File: config.mk
export PLATFORM = sky130hd
export DESIGN_NAME = pcsc_top
export DESIGN_NICKNAME = d
export VERILOG_FILES = /design/src/rtl/pcsc_top.v
export VERILOG_INCLUDE_DIRS = /design/src /design/src/rtl
export SDC_FILE = /design/constraint.sdc
export NUM_CORES = 1
export LEC_CHECK = 0
export ABC_AREA = 0
export BUFFER_PORTS_ARGS = -buffer_cell sky130_fd_sc_hd__buf_2
export CAP_MARGIN = 10
export CORE_UTILIZATION = 60
export CTS_CLUSTER_SIZE = 28
export DETAILED_ROUTE_END_ITERATION = 12
export GPL_ROUTABILITY_DRIVEN = 0
export PLACE_DENSITY = 0.88
export SLEW_MARGIN = 5
export SYNTH_ARGS = -nofsm -noshare
export SYNTH_HDL_FRONTEND = slang
export SYNTH_SLANG_ARGS = --single-unit
export TNS_END_PERCENT = 50
File: constraint.sdc
create_clock -name sys_clk -period 15.3 [get_ports sys_clk]
set_input_delay 1.53 -clock sys_clk [delete_from_list [all_inputs] [get_ports sys_clk]]
set_output_delay 1.53 -clock sys_clk [all_outputs]
set_load 0.005 [all_outputs]
File: src/rtl/pcsc_defines.vh
// Constants for the clock and system control block
// Assumes 16-bit word addressing of the control window
`ifndef PCSC_DEFINES_VH
`define PCSC_DEFINES_VH

// ----------------------------------------
// Register word addresses
// ----------------------------------------
`define PCSC_HS_PRESCALER_ADDR 16'h701A
`define PCSC_LS_PRESCALER_ADDR 16'h701B
`define PCSC_CLK_ENABLES_ADDR 16'h701C
`define PCSC_LPM_CTRL0_ADDR 16'h701E
`define PCSC_LPM_CTRL1_ADDR 16'h701F
`define PCSC_PLL_RATIO_ADDR 16'h7021
`define PCSC_STATUS_ADDR 16'h7022
`define PCSC_WD_COUNT_ADDR 16'h7023
`define PCSC_WD_KEY_ADDR 16'h7025
`define PCSC_WD_CTRL_ADDR 16'h7029

// ----------------------------------------
// Fields and reset values
// ----------------------------------------
`define PCSC_RATIO_MSB 3
`define PCSC_RATIO_RESET 4'h0
`define PCSC_RATIO_MAX 4'hA
`define PCSC_REG_RESET 16'h0000
`define PCSC_WD_DIS_BIT 6
`define PCSC_ST_LIMP_BIT 0
`define PCSC_ST_LOST_BIT 1
`define PCSC_ST_PLLEN_BIT 2
`define PCSC_ST_OFF_BIT 3
`define PCSC_WD_KEY1 8'h55
`define PCSC_WD_KEY2 8'hAA
`define PCSC_WD_MAX 8'hFF

// ----------------------------------------
// Timing
// ----------------------------------------
`define PCSC_SYS_CLK_KHZ 50000
`define PCSC_LIMP_KHZ 2000
`define PCSC_LIMP_HALF (`PCSC_SYS_CLK_KHZ / (2 * `PCSC_LIMP_KHZ))
`define PCSC_LOSS_CYCLES 64
`define PCSC_PLL_SETTLE_REF_CYCLES 131072

`endif

File: src/rtl/pcsc_top.v
// Clock generation and protected system control registers
// Assumes reference clock sampled by sys_clk, word-wide register port
//
// Behaviour
// RQ1: Register writes need protected-write unlock active
// RQ2: Only external reset clears PLL ratio
// RQ3: Ratio field bits 3:0, upper bits zero
// RQ4: Ratio 0/1 halves input, else n/2
// RQ5: Strap low disables PLL, core equals input
// RQ6: Power-up starts in bypass divide-by-two
// RQ7: Nonzero ratio enables PLL, output halved; code enables PLL only for ratio 2 and above, ratio 1 stays in bypass
// RQ8: Input loss falls back to limp clock
// RQ9: Limp needs earlier nonzero ratio write
// RQ10: Watchdog advances while input clock present
// RQ11: Watchdog frozen while running on limp
// RQ12: Firmware disables watchdog around ratio change
// RQ13: Key 0x55 then 0xAA restarts watchdog
// RQ14: Strap sampled only during reset
// RQ15: Source switching is glitch free
`timescale 1ns/1ps
`include "pcsc_defines.vh"

module pcsc_top #(
   parameter RATIO_W = 4,
   parameter LOSS_W = 8,
   parameter LIMP_W = 8
) (
   // Clock and reset
   input wire sys_clk,
   input wire rst_n,
   input wire emu_reset,
   // Clock pins
   input wire reference_clock_in,
   input wire pll_off_strap,
   // Register port
   input wire protected_write_unlock,
   input wire [15:0] reg_addr,
   input wire reg_wr,
   input wire reg_rd,
   input wire [15:0] reg_wdata,
   output reg [15:0] reg_rdata,
   // Clock and watchdog outputs
   output reg core_clock_out,
   output reg watchdog_wake_interrupt,
   output reg limp_active
);

   // ----------------------------------------
   // Source states, one-hot
   // ----------------------------------------
   localparam [3:0] SRC_OFF = 4'b0001;
   localparam [3:0] SRC_BYP = 4'b0010;
   localparam [3:0] SRC_PLL = 4'b0100;
   localparam [3:0] SRC_LIMP = 4'b1000;
   localparam integer LOSS_LIM_I = `PCSC_LOSS_CYCLES;
   localparam integer LIMP_HALF_I = `PCSC_LIMP_HALF;
   localparam [LOSS_W-1:0] LOSS_LIM = LOSS_LIM_I[LOSS_W-1:0];
   localparam [LIMP_W-1:0] LIMP_HALF = LIMP_HALF_I[LIMP_W-1:0];

   reg rst_q1;
   reg rst_q2;
   reg strap_off;
   reg ref_q;
   reg ref_edge;
   reg [LOSS_W-1:0] loss_cnt;
   reg clk_lost;
   reg [LOSS_W-1:0] ref_period;
   reg [LOSS_W-1:0] period_cnt;
   reg [LOSS_W-1:0] acc;
   reg [LIMP_W-1:0] limp_cnt;
   reg [3:0] src;
   reg [3:0] next_src;
   reg [RATIO_W-1:0] ratio;
   reg ratio_written;
   reg [15:0] hs_prescaler;
   reg [15:0] ls_prescaler;
   reg [15:0] clk_enables;
   reg [15:0] lpm_ctrl0;
   reg [15:0] lpm_ctrl1;
   reg [15:0] wd_ctrl;
   reg [7:0] wd_key;
   reg [7:0] wd_count;
   reg wd_armed;
   reg toggle;
   reg [RATIO_W-1:0] mult;
   reg [LOSS_W:0] acc_sum;
   wire wr_ok;
   wire ref_rise;

   // Writes land only while unlocked
   assign wr_ok = reg_wr & protected_write_unlock; // see RQ1
   assign ref_rise = ref_q & ~ref_edge;

   // ----------------------------------------
   // Reset release and strap capture
   // ----------------------------------------

   // Two-stage reset release
   always @(posedge sys_clk or negedge rst_n) begin
      if (!rst_n) begin
         rst_q1 <= 1'b0;
         rst_q2 <= 1'b0;
      end else begin
         rst_q1 <= 1'b1;
         rst_q2 <= rst_q1;
      end
   end

   // Strap follows pin only while reset is held
   always @(posedge sys_clk) begin
      if (!rst_q2) begin
         strap_off <= ~pll_off_strap; // see RQ14
      end
   end

   // ----------------------------------------
   // Reference edge and loss detection
   // ----------------------------------------

   // Edge detect, period measure and loss timeout
   always @(posedge sys_clk or negedge rst_q2) begin
      if (!rst_q2) begin
         ref_q <= 1'b0;
         ref_edge <= 1'b0;
         loss_cnt <= {LOSS_W{1'b0}};
         clk_lost <= 1'b0;
         period_cnt <= {LOSS_W{1'b0}};
         ref_period <= {{(LOSS_W-1){1'b0}}, 1'b1};
      end else begin
         ref_q <= reference_clock_in;
         ref_edge <= ref_q;
         if (ref_rise) begin
            loss_cnt <= {LOSS_W{1'b0}};
            clk_lost <= 1'b0;
            period_cnt <= {{(LOSS_W-1){1'b0}}, 1'b1};
            if (period_cnt != {LOSS_W{1'b0}}) begin
               ref_period <= period_cnt;
            end
         end else begin
            if (period_cnt != LOSS_LIM) begin
               period_cnt <= period_cnt + 1'b1;
            end
            if (loss_cnt == LOSS_LIM) begin
               clk_lost <= 1'b1;
            end else begin
               loss_cnt <= loss_cnt + 1'b1;
            end
         end
      end
   end

   // ----------------------------------------
   // Source selection
   // ----------------------------------------

   // Wanted source from strap, ratio and loss
   always @* begin
      if (strap_off) begin
         next_src = SRC_OFF; // see RQ5
      end else if (ratio > {{(RATIO_W-1){1'b0}}, 1'b1}) begin
         if (clk_lost && ratio_written) begin
            next_src = SRC_LIMP; // see RQ8, RQ9
         end else begin
            next_src = SRC_PLL; // see RQ7
         end
      end else begin
         next_src = SRC_BYP; // see RQ4, RQ6
      end
      if (ratio > `PCSC_RATIO_MAX) begin
         mult = `PCSC_RATIO_MAX;
      end else begin
         mult = ratio;
      end
      acc_sum = {1'b0, acc} + {{(LOSS_W+1-RATIO_W){1'b0}}, mult};
   end

   // Toggle request for the active source
   always @* begin
      case (src)
         SRC_OFF: toggle = (ref_q != core_clock_out);
         SRC_BYP: toggle = ref_rise;
         // Lost input pulls a high output low so the limp switch can happen
         SRC_PLL: toggle = clk_lost ? core_clock_out : (acc_sum >= {1'b0, ref_period}); // see RQ15
         SRC_LIMP: toggle = (limp_cnt == LIMP_HALF);
         default: toggle = 1'b0;
      endcase
   end

   // ----------------------------------------
   // Core clock generation
   // ----------------------------------------

   // Source changes only while the output is low
   always @(posedge sys_clk or negedge rst_q2) begin
      if (!rst_q2) begin
         src <= SRC_BYP;
         core_clock_out <= 1'b0;
         acc <= {LOSS_W{1'b0}};
         limp_cnt <= {LIMP_W{1'b0}};
         limp_active <= 1'b0;
      end else begin
         limp_active <= (src == SRC_LIMP);
         if (src == SRC_LIMP && limp_cnt != LIMP_HALF) begin
            limp_cnt <= limp_cnt + 1'b1;
         end else begin
            limp_cnt <= {LIMP_W{1'b0}};
         end
         // Multiplier accumulator: n steps per input period
         if (src == SRC_PLL && !clk_lost) begin
            if (toggle) begin
               acc <= acc_sum[LOSS_W-1:0] - ref_period;
            end else begin
               acc <= acc_sum[LOSS_W-1:0];
            end
         end else begin
            acc <= {LOSS_W{1'b0}};
         end
         if (next_src != src && !core_clock_out) begin
            src <= next_src; // see RQ15
         end else if (toggle) begin
            core_clock_out <= ~core_clock_out; // see RQ4, RQ7
         end
      end
   end

   // ----------------------------------------
   // Ratio register, external reset only
   // ----------------------------------------

   // Emulation reset leaves this alone
   always @(posedge sys_clk or negedge rst_q2) begin
      if (!rst_q2) begin
         ratio <= `PCSC_RATIO_RESET; // see RQ2
         ratio_written <= 1'b0;
      end else if (wr_ok && reg_addr == `PCSC_PLL_RATIO_ADDR) begin
         ratio <= reg_wdata[`PCSC_RATIO_MSB:0]; // see RQ3
         if (reg_wdata[`PCSC_RATIO_MSB:0] != 4'h0) begin
            ratio_written <= 1'b1; // see RQ9
         end
      end
   end

   // ----------------------------------------
   // Other protected registers
   // ----------------------------------------

   // Cleared by either reset
   always @(posedge sys_clk or negedge rst_q2) begin
      if (!rst_q2) begin
         hs_prescaler <= `PCSC_REG_RESET;
         ls_prescaler <= `PCSC_REG_RESET;
         clk_enables <= `PCSC_REG_RESET;
         lpm_ctrl0 <= `PCSC_REG_RESET;
         lpm_ctrl1 <= `PCSC_REG_RESET;
         wd_ctrl <= `PCSC_REG_RESET;
      end else if (emu_reset) begin
         hs_prescaler <= `PCSC_REG_RESET;
         ls_prescaler <= `PCSC_REG_RESET;
         clk_enables <= `PCSC_REG_RESET;
         lpm_ctrl0 <= `PCSC_REG_RESET;
         lpm_ctrl1 <= `PCSC_REG_RESET;
         wd_ctrl <= `PCSC_REG_RESET;
      end else if (wr_ok) begin
         case (reg_addr)
            `PCSC_HS_PRESCALER_ADDR: hs_prescaler <= reg_wdata; // see RQ1
            `PCSC_LS_PRESCALER_ADDR: ls_prescaler <= reg_wdata;
            `PCSC_CLK_ENABLES_ADDR: clk_enables <= reg_wdata;
            `PCSC_LPM_CTRL0_ADDR: lpm_ctrl0 <= reg_wdata;
            `PCSC_LPM_CTRL1_ADDR: lpm_ctrl1 <= reg_wdata;
            `PCSC_WD_CTRL_ADDR: wd_ctrl <= reg_wdata;
            default: wd_ctrl <= wd_ctrl;
         endcase
      end
   end

   // ----------------------------------------
   // Watchdog counter
   // ----------------------------------------

   // Counts input rising edges; frozen with no input
   always @(posedge sys_clk or negedge rst_q2) begin
      if (!rst_q2) begin
         wd_count <= 8'h00;
         wd_key <= 8'h00;
         wd_armed <= 1'b0;
         watchdog_wake_interrupt <= 1'b0;
      end else if (emu_reset) begin
         wd_count <= 8'h00;
         wd_key <= 8'h00;
         wd_armed <= 1'b0;
         watchdog_wake_interrupt <= 1'b0;
      end else begin
         watchdog_wake_interrupt <= 1'b0;
         if (wr_ok && reg_addr == `PCSC_WD_KEY_ADDR) begin
            wd_key <= reg_wdata[7:0];
            if (reg_wdata[7:0] == `PCSC_WD_KEY1) begin
               wd_armed <= 1'b1;
            end else if (reg_wdata[7:0] == `PCSC_WD_KEY2 && wd_armed) begin
               wd_armed <= 1'b0;
               wd_count <= 8'h00; // see RQ13
            end else begin
               wd_armed <= 1'b0;
            end
         end else if (!wd_ctrl[`PCSC_WD_DIS_BIT] && ref_rise && src != SRC_LIMP) begin
            // see RQ10, RQ11
            if (wd_count == `PCSC_WD_MAX) begin
               wd_count <= 8'h00;
               watchdog_wake_interrupt <= 1'b1;
            end else begin
               wd_count <= wd_count + 1'b1;
            end
         end
      end
   end

   // ----------------------------------------
   // Register read port
   // ----------------------------------------

   // Registered read data, unmapped reads zero
   always @(posedge sys_clk or negedge rst_q2) begin
      if (!rst_q2) begin
         reg_rdata <= 16'h0000;
      end else if (reg_rd) begin
         case (reg_addr)
            `PCSC_HS_PRESCALER_ADDR: reg_rdata <= hs_prescaler;
            `PCSC_LS_PRESCALER_ADDR: reg_rdata <= ls_prescaler;
            `PCSC_CLK_ENABLES_ADDR: reg_rdata <= clk_enables;
            `PCSC_LPM_CTRL0_ADDR: reg_rdata <= lpm_ctrl0;
            `PCSC_LPM_CTRL1_ADDR: reg_rdata <= lpm_ctrl1;
            `PCSC_PLL_RATIO_ADDR: reg_rdata <= {12'h000, ratio}; // see RQ3
            `PCSC_STATUS_ADDR: reg_rdata <= {12'h000, strap_off, (src == SRC_PLL),
                                             clk_lost, (src == SRC_LIMP)};
            `PCSC_WD_COUNT_ADDR: reg_rdata <= {8'h00, wd_count};
            `PCSC_WD_KEY_ADDR: reg_rdata <= {8'h00, wd_key};
            `PCSC_WD_CTRL_ADDR: reg_rdata <= wd_ctrl;
            default: reg_rdata <= 16'h0000;
         endcase
      end
   end

endmodule

==> run summary, run 1 <==
In this run the worst setup path terminates at ls_prescaler[6]. Summed over all cells, the static leakage comes to 0.00468 uW. The clock edge transition at the registers on the reported setup and hold paths works out to 0.07 ns. The signal on the critical path passes through buf_2, nand4bb_1, nor4_4, nand2_1, nand2_1, a21oi_1.

In this run the tightest slew margin relative to its limit is 17.6%. The filler cells instantiated in the layout total 1,186. The tools report the starting density of the core as 61.9%.

Post-CTS timing repair inserted 0 buffers for setup. In this run the vertical extent of the chip is 131 microns. The tools report the core occupancy in the finished layout as 67.3%. The detailed-route vias per instance was 6.30.

Register-to-register setup slack: 10.98 ns. The number of enable flip-flop cells after synthesis is 1. The path type of the worst setup path is in2reg. Entering global routing, the biggest net connects 106 pins. For the initial antenna violation count, the log shows 0. The tools report the terminus of the critical flop-to-flop path as acc[1].

The tools report the yosys synthesis warning count as 0. The via count of the first global-routing pass was 7,882. The initialized floorplan defines 46 standard-cell rows. The via count was 8,162; the number of primary I/O pins was 59. Setup slack on the critical path of the routed design comes to 10.92 ns. The max-capacitance violation count is 0. The slowest stage of the critical path belongs to the cell nor4_4. The class of the tightest hold or removal check is reg2async. The arrival time at the worst endpoint was 4.63 ns.

The tools report the critical path capture point type as a flip-flop. Total clock sinks: 187. At the worst endpoint, the required time is 15.55 ns. Internal power comes to 808 uW.

The run gives 39.1 mm as the wire length of the first global-routing pass. Count of nets left with antenna violations after detail routing: 0. IR analysis of the VDD net gives a maximum drop of 0.0925 mV. Summing internal, switching and leakage power gives 1110 uW.

In this design, the stage delay of the slowest critical-path cell is 1.21 ns. Measured in cells, the most critical reg-to-reg path has a length of 14. Of the total power, combinational logic draws 12.9%.

Between clock sinks in the finished design, the worst skew comes to 0.00761 ns. The tools report the type of origin of the critical path as an input port. The most frequent cell on the critical path is nand2_1.

The part of the total power dissipated in the clock network is 38.5%, and the die outline width is 131 microns. The transition at the pin with the smallest max-transition slack was 1.24 ns; the period utilization was 28.6%. The net count of the finished layout is 1,129.

For this run, asynchronously set or reset flops after synthesis account for 99.5%. The post-synthesis sequential element count came out at 187. Of the cells placed in the final design, the portion with a size suffix greater than 1 is 15.0%.

After detailed routing, the number of remaining DRC violations is 0. CTS built an H-tree with a depth of 4. The count of final setup violators was 0.

For the share of synthesized area occupied by flip-flops and latches, the log shows 47.1%. The insertion delay to the later sink of the worst-skew pair is 0.43 ns. Sorting the synthesized cells by how often they occur yields nand2_1 (258), dfrtp_1 (184), a21oi_1 (99). The cell count after synthesis was 1,045. The fraction of power spent switching nets is 27.4%, and the synthesized netlist net count is 1,107. Along the worst path, the maximum fanout reaches 18.

Final hold violation count: 0. The dominant register cell in the synthesized netlist is dfrtp_1. The proportion of netlist area held by the largest area contributor is 46.3%, and the total congestion overflow after global routing is 0.

The minimum period implied by the final worst setup slack works out to 4.38 ns. The tools report the post-route setup TNS as 0 ns. TritonCTS built the clock tree. The critical path starts at reg_addr[10].

The power per cell area is 103 nW/um^2, and the mean routed wirelength per cell is 18.8 microns. Registers are responsible for 48.6% of the overall power. The net switching power is 305 uW. No sink is reached through more buffers than the 2 on the longest clock path.

The root buffer cell chosen for the clock tree is clkbuf_16. The most common cell in the synthesized netlist is nand2_1. For the number of pins with negative max-slew slack in the final report, the log shows 0. The final layout contains routed wiring with a total length of 24.4 mm.

The total area inside the core boundary comes to 16,100 sq um. The first TritonRoute pass finished after 6 iterations. The post-cts sizing count is 0, and the layout overhead on the synthesized area is 8.65%.

Sorting the synthesized cells by area gives the leading types as dfrtp_1 (46%), nand2_1 (9.7%), a21oi_1 (5.0%). The number of buffers inserted by port buffering came out at 58. The number of antenna diodes in the final layout is 0. The largest total area in the synthesized netlist belongs to dfrtp_1. Static timing analysis puts the maximum clock frequency at 228 MHz.

Once detailed placement completed, the half-perimeter wirelength came to 15.9 mm. Average cell area after synthesis: 9.52 sq um. Clock tree synthesis inserted a total of 17 buffers.

The synthesized netlist occupies a cell area of 9940 sq um. In this run, post-CTS hold repair placed 0 buffers. The global-route total usage across every layer is 29.8%. For this block, the initial DRC count from the detailed router was 937. Setup repair after global routing left no endpoint under its margin.

Synthesis instantiated 83 different standard cells from the library. The run finished with clean final reports. The startpoint identified for the worst register-to-register timing path is ratio[2].

The logs give 10.56 ns for the setup slack after placement and 17,100 sq um for the area of the die.
[worst min path at each step]
stage                     slack, ns  startpoint  cells after the start          end
final                          0.24      rst_q2                      0  loss_cnt[5]
after detailed placement       0.24      rst_q2                      0  loss_cnt[6]
after global routing           0.27      rst_q2                      0  loss_cnt[6]
after global placement         0.25      rst_q2                      0  loss_cnt[6]
after CTS                      0.25      rst_q2                      0  loss_cnt[6]
after floorplan                0.33      rst_q1                      0       rst_q2
[flip-flops by register name (all words and copies together), names as in the netlist, 4 cells and up]
name          flops
lpm_ctrl0        16
ratio             4
reg_rdata        16
period_cnt        8
loss_cnt          8
ref_period        8
lpm_ctrl1        16
wd_count          8
clk_enables      16
wd_ctrl          16
hs_prescaler     16
src               4
wd_key            8
limp_cnt          8
acc               8
ls_prescaler     16
[layout make-up]
type                            count  area, sq um  share of cell area [%]
Clock buffer                       19          453                    4.19
Clock inverter                     13          120                    1.11
Inverter                           35          131                    1.22
Multi-Input combinational cell    762         4800                    44.4
Sequential cell                   187         4690                    43.4
Tap cell                          216          270                    2.50
Timing Repair Buffer               64          338                    3.13
[power by group through the flow]
stage                     registers (uW)  clock network, uW  logic (uW)
final                                541                429         143
after global routing                 544                450         159
after CTS                            540                432         142
after detailed placement             549                  0         142
after global placement               548                  0         136
after floorplan                      548                  0         102
[cells by family after synthesis]
family,after synthesis,synth area share (%)
AO/OA/AOI/OAI,236,16.6
XOR/XNOR,23,2.03
adder cells (fa/ha/maj),22,2.92
buffers and inverters,96,4.66
flip-flops,187,47.1
multiplexers,39,4.23
other,1,0.0377
AND/OR/NAND/NOR,441,22.4
[worst max-delay path: cells and delay by family]
family          cells  cell delay (ns)
simple gates        4             2.89
compound gates      1             0.11
buf+inv             1             0.10
[cells in the final DEF, fill, tap and decap left out, drive strengths merged, types with 10 or more instances in the layout]
cell type / instances
o2bb2ai: 19
ha: 20
nand3: 24
buf: 64
xor2: 15
inv: 36
nand2: 258
clkbuf: 19
nand4: 14
mux2i: 25
a22o: 18
nor4: 15
and2: 12
dfrtp: 184
o21ai: 10
a21oi: 119
nor3: 18
mux2: 14
nor2: 34
[metrics by stage]
step / hold slack, ns / instance area (sq um) / cells
global route: 0.272 / 10800 / 1296
finish: 0.237 / 10800 / 1296
detailed placement: 0.243 / 10200 / 1264
global placement: 0.245 / 10200 / 1264
CTS: 0.252 / 10800 / 1296
floorplan: 0.331 / 9940 / 1045
[routing by layer]
metal	vias up	global-route usage, %	share of wire (%)
met3	59	6.80	7.4
met1	4058	38.5	40
met5	-	0	0
met2	314	48.6	49
met4	0	12.6	2.9
li1	3731	-	-
No activity file was read; power rests on OpenSTA's default activity.
==> run 2, diff against run 1 <==
- CORE_UTILIZATION: 60 -> 55
- PLACE_DENSITY: 0.88 -> 0.85
- clock period: 15.3 -> 3.6 ns (I/O delays scaled with it)
==> run 2 against run 1 <==
Net effect:
- die area rose by 9.0%
- sequential power rose to 4.3 times the previous value
- sequential share of layout area fell by 1.3 points
- sequential cell count did not move
- clock skew rose by 0.0030 ns
- non-clock buffer count rose by 29
- routed wire length rose by 9.0%
- register-to-register slack got worse by 11 ns
- highest routed layer is now met5
- final cell count rose by 3.0%
- total power rose to 4.3 times the previous value
==> run summary, run 2 (synthesized netlist as in run 1, its figures left out) <==
The placed wire-length estimate after detailed placement is 17.1 mm (+7.7%). The share of final-layout standard cells stronger than drive strength 1 is 18.1% (+3.1 points), and the total congestion overflow after global routing is 0 (unchanged). The run finished with clean final reports. The run gives 4690 sq um (about the same) as the total area of sequential cells.

In the layout the commonest cells are nand2_1 (258), dfrtp_1 (182), a21oi_1 (98). The deepest clock path buffer count was 2 (unchanged). The number of optimization iterations in the first detailed-route pass was 8 (+2); the internal portion of total power was 3410 uW (+320%).

The count of nets left with antenna violations after detail routing is 0 (unchanged). The worst setup path is of the reg2reg kind. Root buffer cell: clkbuf_16. The clock edge transition at the registers on the reported setup and hold paths works out to 0.08 ns (about the same). The starting density of the core came out at 56.9% (-5.0 points). The peak clock frequency supported by timing was 285 MHz. The wire length of the first global-routing pass came out at 42.2 mm (+8.1%).

Vertical die dimension: 136 microns (+4.4%). The worst slew margin relative to its limit was 41.2% (+24 points); the combinational cell fraction of total power was 13.4% (+0.5 points). The required time reported for the critical path endpoint is 3.92 ns (-11.63 ns), and the minimum period implied by the final worst setup slack is 3.51 ns. For the multi-input gate area in the final layout, the log shows 4870 sq um (+1.4%).

The number of pins with negative max-slew slack in the final report is 0 (unchanged), and the worst ir drop on vdd is 0.377 mV (+310%). The remaining design rule violation count is 0 (unchanged). Number of nets in the layout: 1,158 (+2.6%). TritonCTS built the clock tree. The tools report the hold path startpoint as reference_clock_in. STA classifies the critical path endpoint as a flip-flop. The tools report the insertion delay to the later sink of the worst-skew pair as 0.44 ns (about the same).

The tools report the worst hold slack across all endpoints as 0.0243 ns (-0.213 ns). The power consumption is 4840 uW (+330%), and the number of buffers inserted by port buffering is 58 (unchanged). The tools report the via count of the first global-routing pass as 8,059 (+2.2%). The die outline width is 136 microns (+4.4%). The final wirelength was 26.6 mm (+9.0%). The count of fill cells added during filler insertion is 1,348 (+14%). The part of the total power dissipated in the clock network is 38.8% (+0.3 points). For hold timing, the worst endpoint is ref_q. The fraction of power spent switching nets is 29.4% (+2.0 points), and the depth of the worst register-to-register path is 15 (+1).

The highest fanout seen on the critical path is 5 (-13). The CTS buffer count was 17 (unchanged); the initial antenna violation count was 1 (+1). The layout overhead on the synthesized area is 12.1%. The run gives 0 (unchanged) as the count of final setup violators. The worst stage delay on the critical path was 0.43 ns (-0.78 ns).

Dividing the final minimum period by the clock period gives 97.6%. Transition at the pin with the smallest max-transition slack: 0.881 ns (-0.355 ns). The register-to-register setup slack is 0.09 ns (-10.89 ns), and the leakage power is 0.00487 uW (+4.3%).

The tools report the cell row count as 48 (+4.3%). The tools report the largest net degree at the start of global routing as 81 (-24%). The signal on the critical path passes through o21ai_2, and2_4, ha_4, inv_2, fa_2, nand2b_4, a21oi_1, xnor2_1, ha_1, nand3_1, nor3_2, o41a_1, a211oi_2, buf_4, mux2_4. Worst clock skew: 0.0106 ns (+0.00303 ns).

The tools report the net switching power as 1420 uW (+370%). Setup repair after global routing could not meet its margin everywhere. The mean routed wirelength per cell works out to 19.9 microns (+5.8%). For the final hold violation count, the log shows 0 (unchanged).

The via count was 8,449 (+3.5%); the detailed-route vias per instance was 6.33 (+0.49%). The logs give 1,294 (+2.4%) for the cell count after placement and 1,335 (+3.0%) for the number of standard cells in the final layout excluding fillers. The area of the placeable core is 17,500 sq um (+8.8%). The master of the slowest instance on the critical path is dfrtp_1.

The DRC violation total after the first TritonRoute iteration was 887 (-5.3%). The most common cell after layout, fill and taps aside was nand2_1. The class of the tightest hold or removal check was in2reg. In this run the critical register-to-register path is captured at core_clock_out.

The tools report the max-capacitance violation count as 0 (unchanged). The logs give 18,600 sq um (+9.0%) for the area of the die and 47.7% (-0.9 points) for the portion of total power attributed to sequential cells. The total clock sinks was 187 (unchanged).

In this run the critical register-to-register path is launched from ratio[2]. The count of H-tree levels built during CTS came out at 4 (unchanged). STA classifies the critical path startpoint as a flip-flop. The number of primary I/O pins is 59 (unchanged), and the global-route total usage across every layer is 29.7% (-0.13 points).

The arrival time at the worst endpoint is 3.83 ns (-0.80 ns). The core occupancy in the finished layout was 63.8% (-3.5 points). The depth of the worst hold-timing path came out at 1.

The power per cell area came out at 434 nW/um^2 (+320%).
==> run 2: cell types whose count changed in the layout (fill, tap and decap cells not counted), moves of 3 or more <==
cell / change
clkinvlp_4: -6
mux2_2: -3
mux2_4: +3
clkinv_8: +5
inv_6: +3
buf_4: +26
==> run 2: layer usage <==
layer / part of all wire [%] / global-route usage [%]
met4: 3.1 / 11.6
met5: 0.041 / 0
met3: 9.3 / 6.90
met2: 46 / 45.7
met1: 41 / 40.6
==> run 2: worst max path at each step <==
stage	startpoint	to	slack, ns	cells past startpoint
floorplan	ratio[2]	acc[1]	-0.12	14
global placement	ratio[2]	acc[1]	0.08	15
detailed placement	ratio[2]	acc[5]	-0.05	16
CTS	ratio[3]	acc[6]	0.02	13
global route	ratio[2]	acc[5]	-0.05	16
finish	ratio[2]	core_clock_out	0.09	15
==> run 2: power groups by stage <==
stage	Sequential (uW)	Clock (uW)	Combinational, uW
2_1_floorplan	2330	0	435
3_3_place_gp	2340	0	591
3_5_place_dp	2340	0	610
4_1_cts	2310	1890	623
5_1_grt	2330	1970	714
6_report	2310	1880	650
==> run 2: what timing repair did <==
action / in CTS / in global routing
setup endpoints to repair: 8 / 8
gates resized for setup: 3 / 15
hold buffers: 1 / 0
hold endpoints to repair: 2 / 0
pin swaps: 1 / 11
setup buffers: 1 / 6
==> run 2: through the flow <==
| stage | TNS (ns) | setup WS, ns | area [sq um] |
|---|---|---|---|
| 6_report | 0 | 0.0879 | 11100 |
| 5_1_grt | -0.200 | -0.0487 | 11100 |
| 3_5_place_dp | -0.186 | -0.0476 | 10400 |
| 2_1_floorplan | -0.369 | -0.123 | 9940 |
| 4_1_cts | 0 | 0.0235 | 11000 |
| 3_3_place_gp | 0 | 0.0798 | 10400 |
==> run 2: critical path, delay by kind of cell (launching register included) <==
family	cells	cell delay, ns
compound gates	4	0.91
mux	1	0.30
fa+ha+maj	3	0.81
xor+xnor	1	0.18
flops	1	0.43
simple gates	4	0.52
buf+inv	2	0.23
==> run 2: final cells by class <==
type	instances	share of cell area, %
inverters	35	1.18
multi-input cells	762	43.7
repair buffers	93	5.15
diodes	1	0.0225
clock buffers	19	3.97
flip-flops and latches	187	42.1
clock inverters	13	1.37
well taps	225	2.53
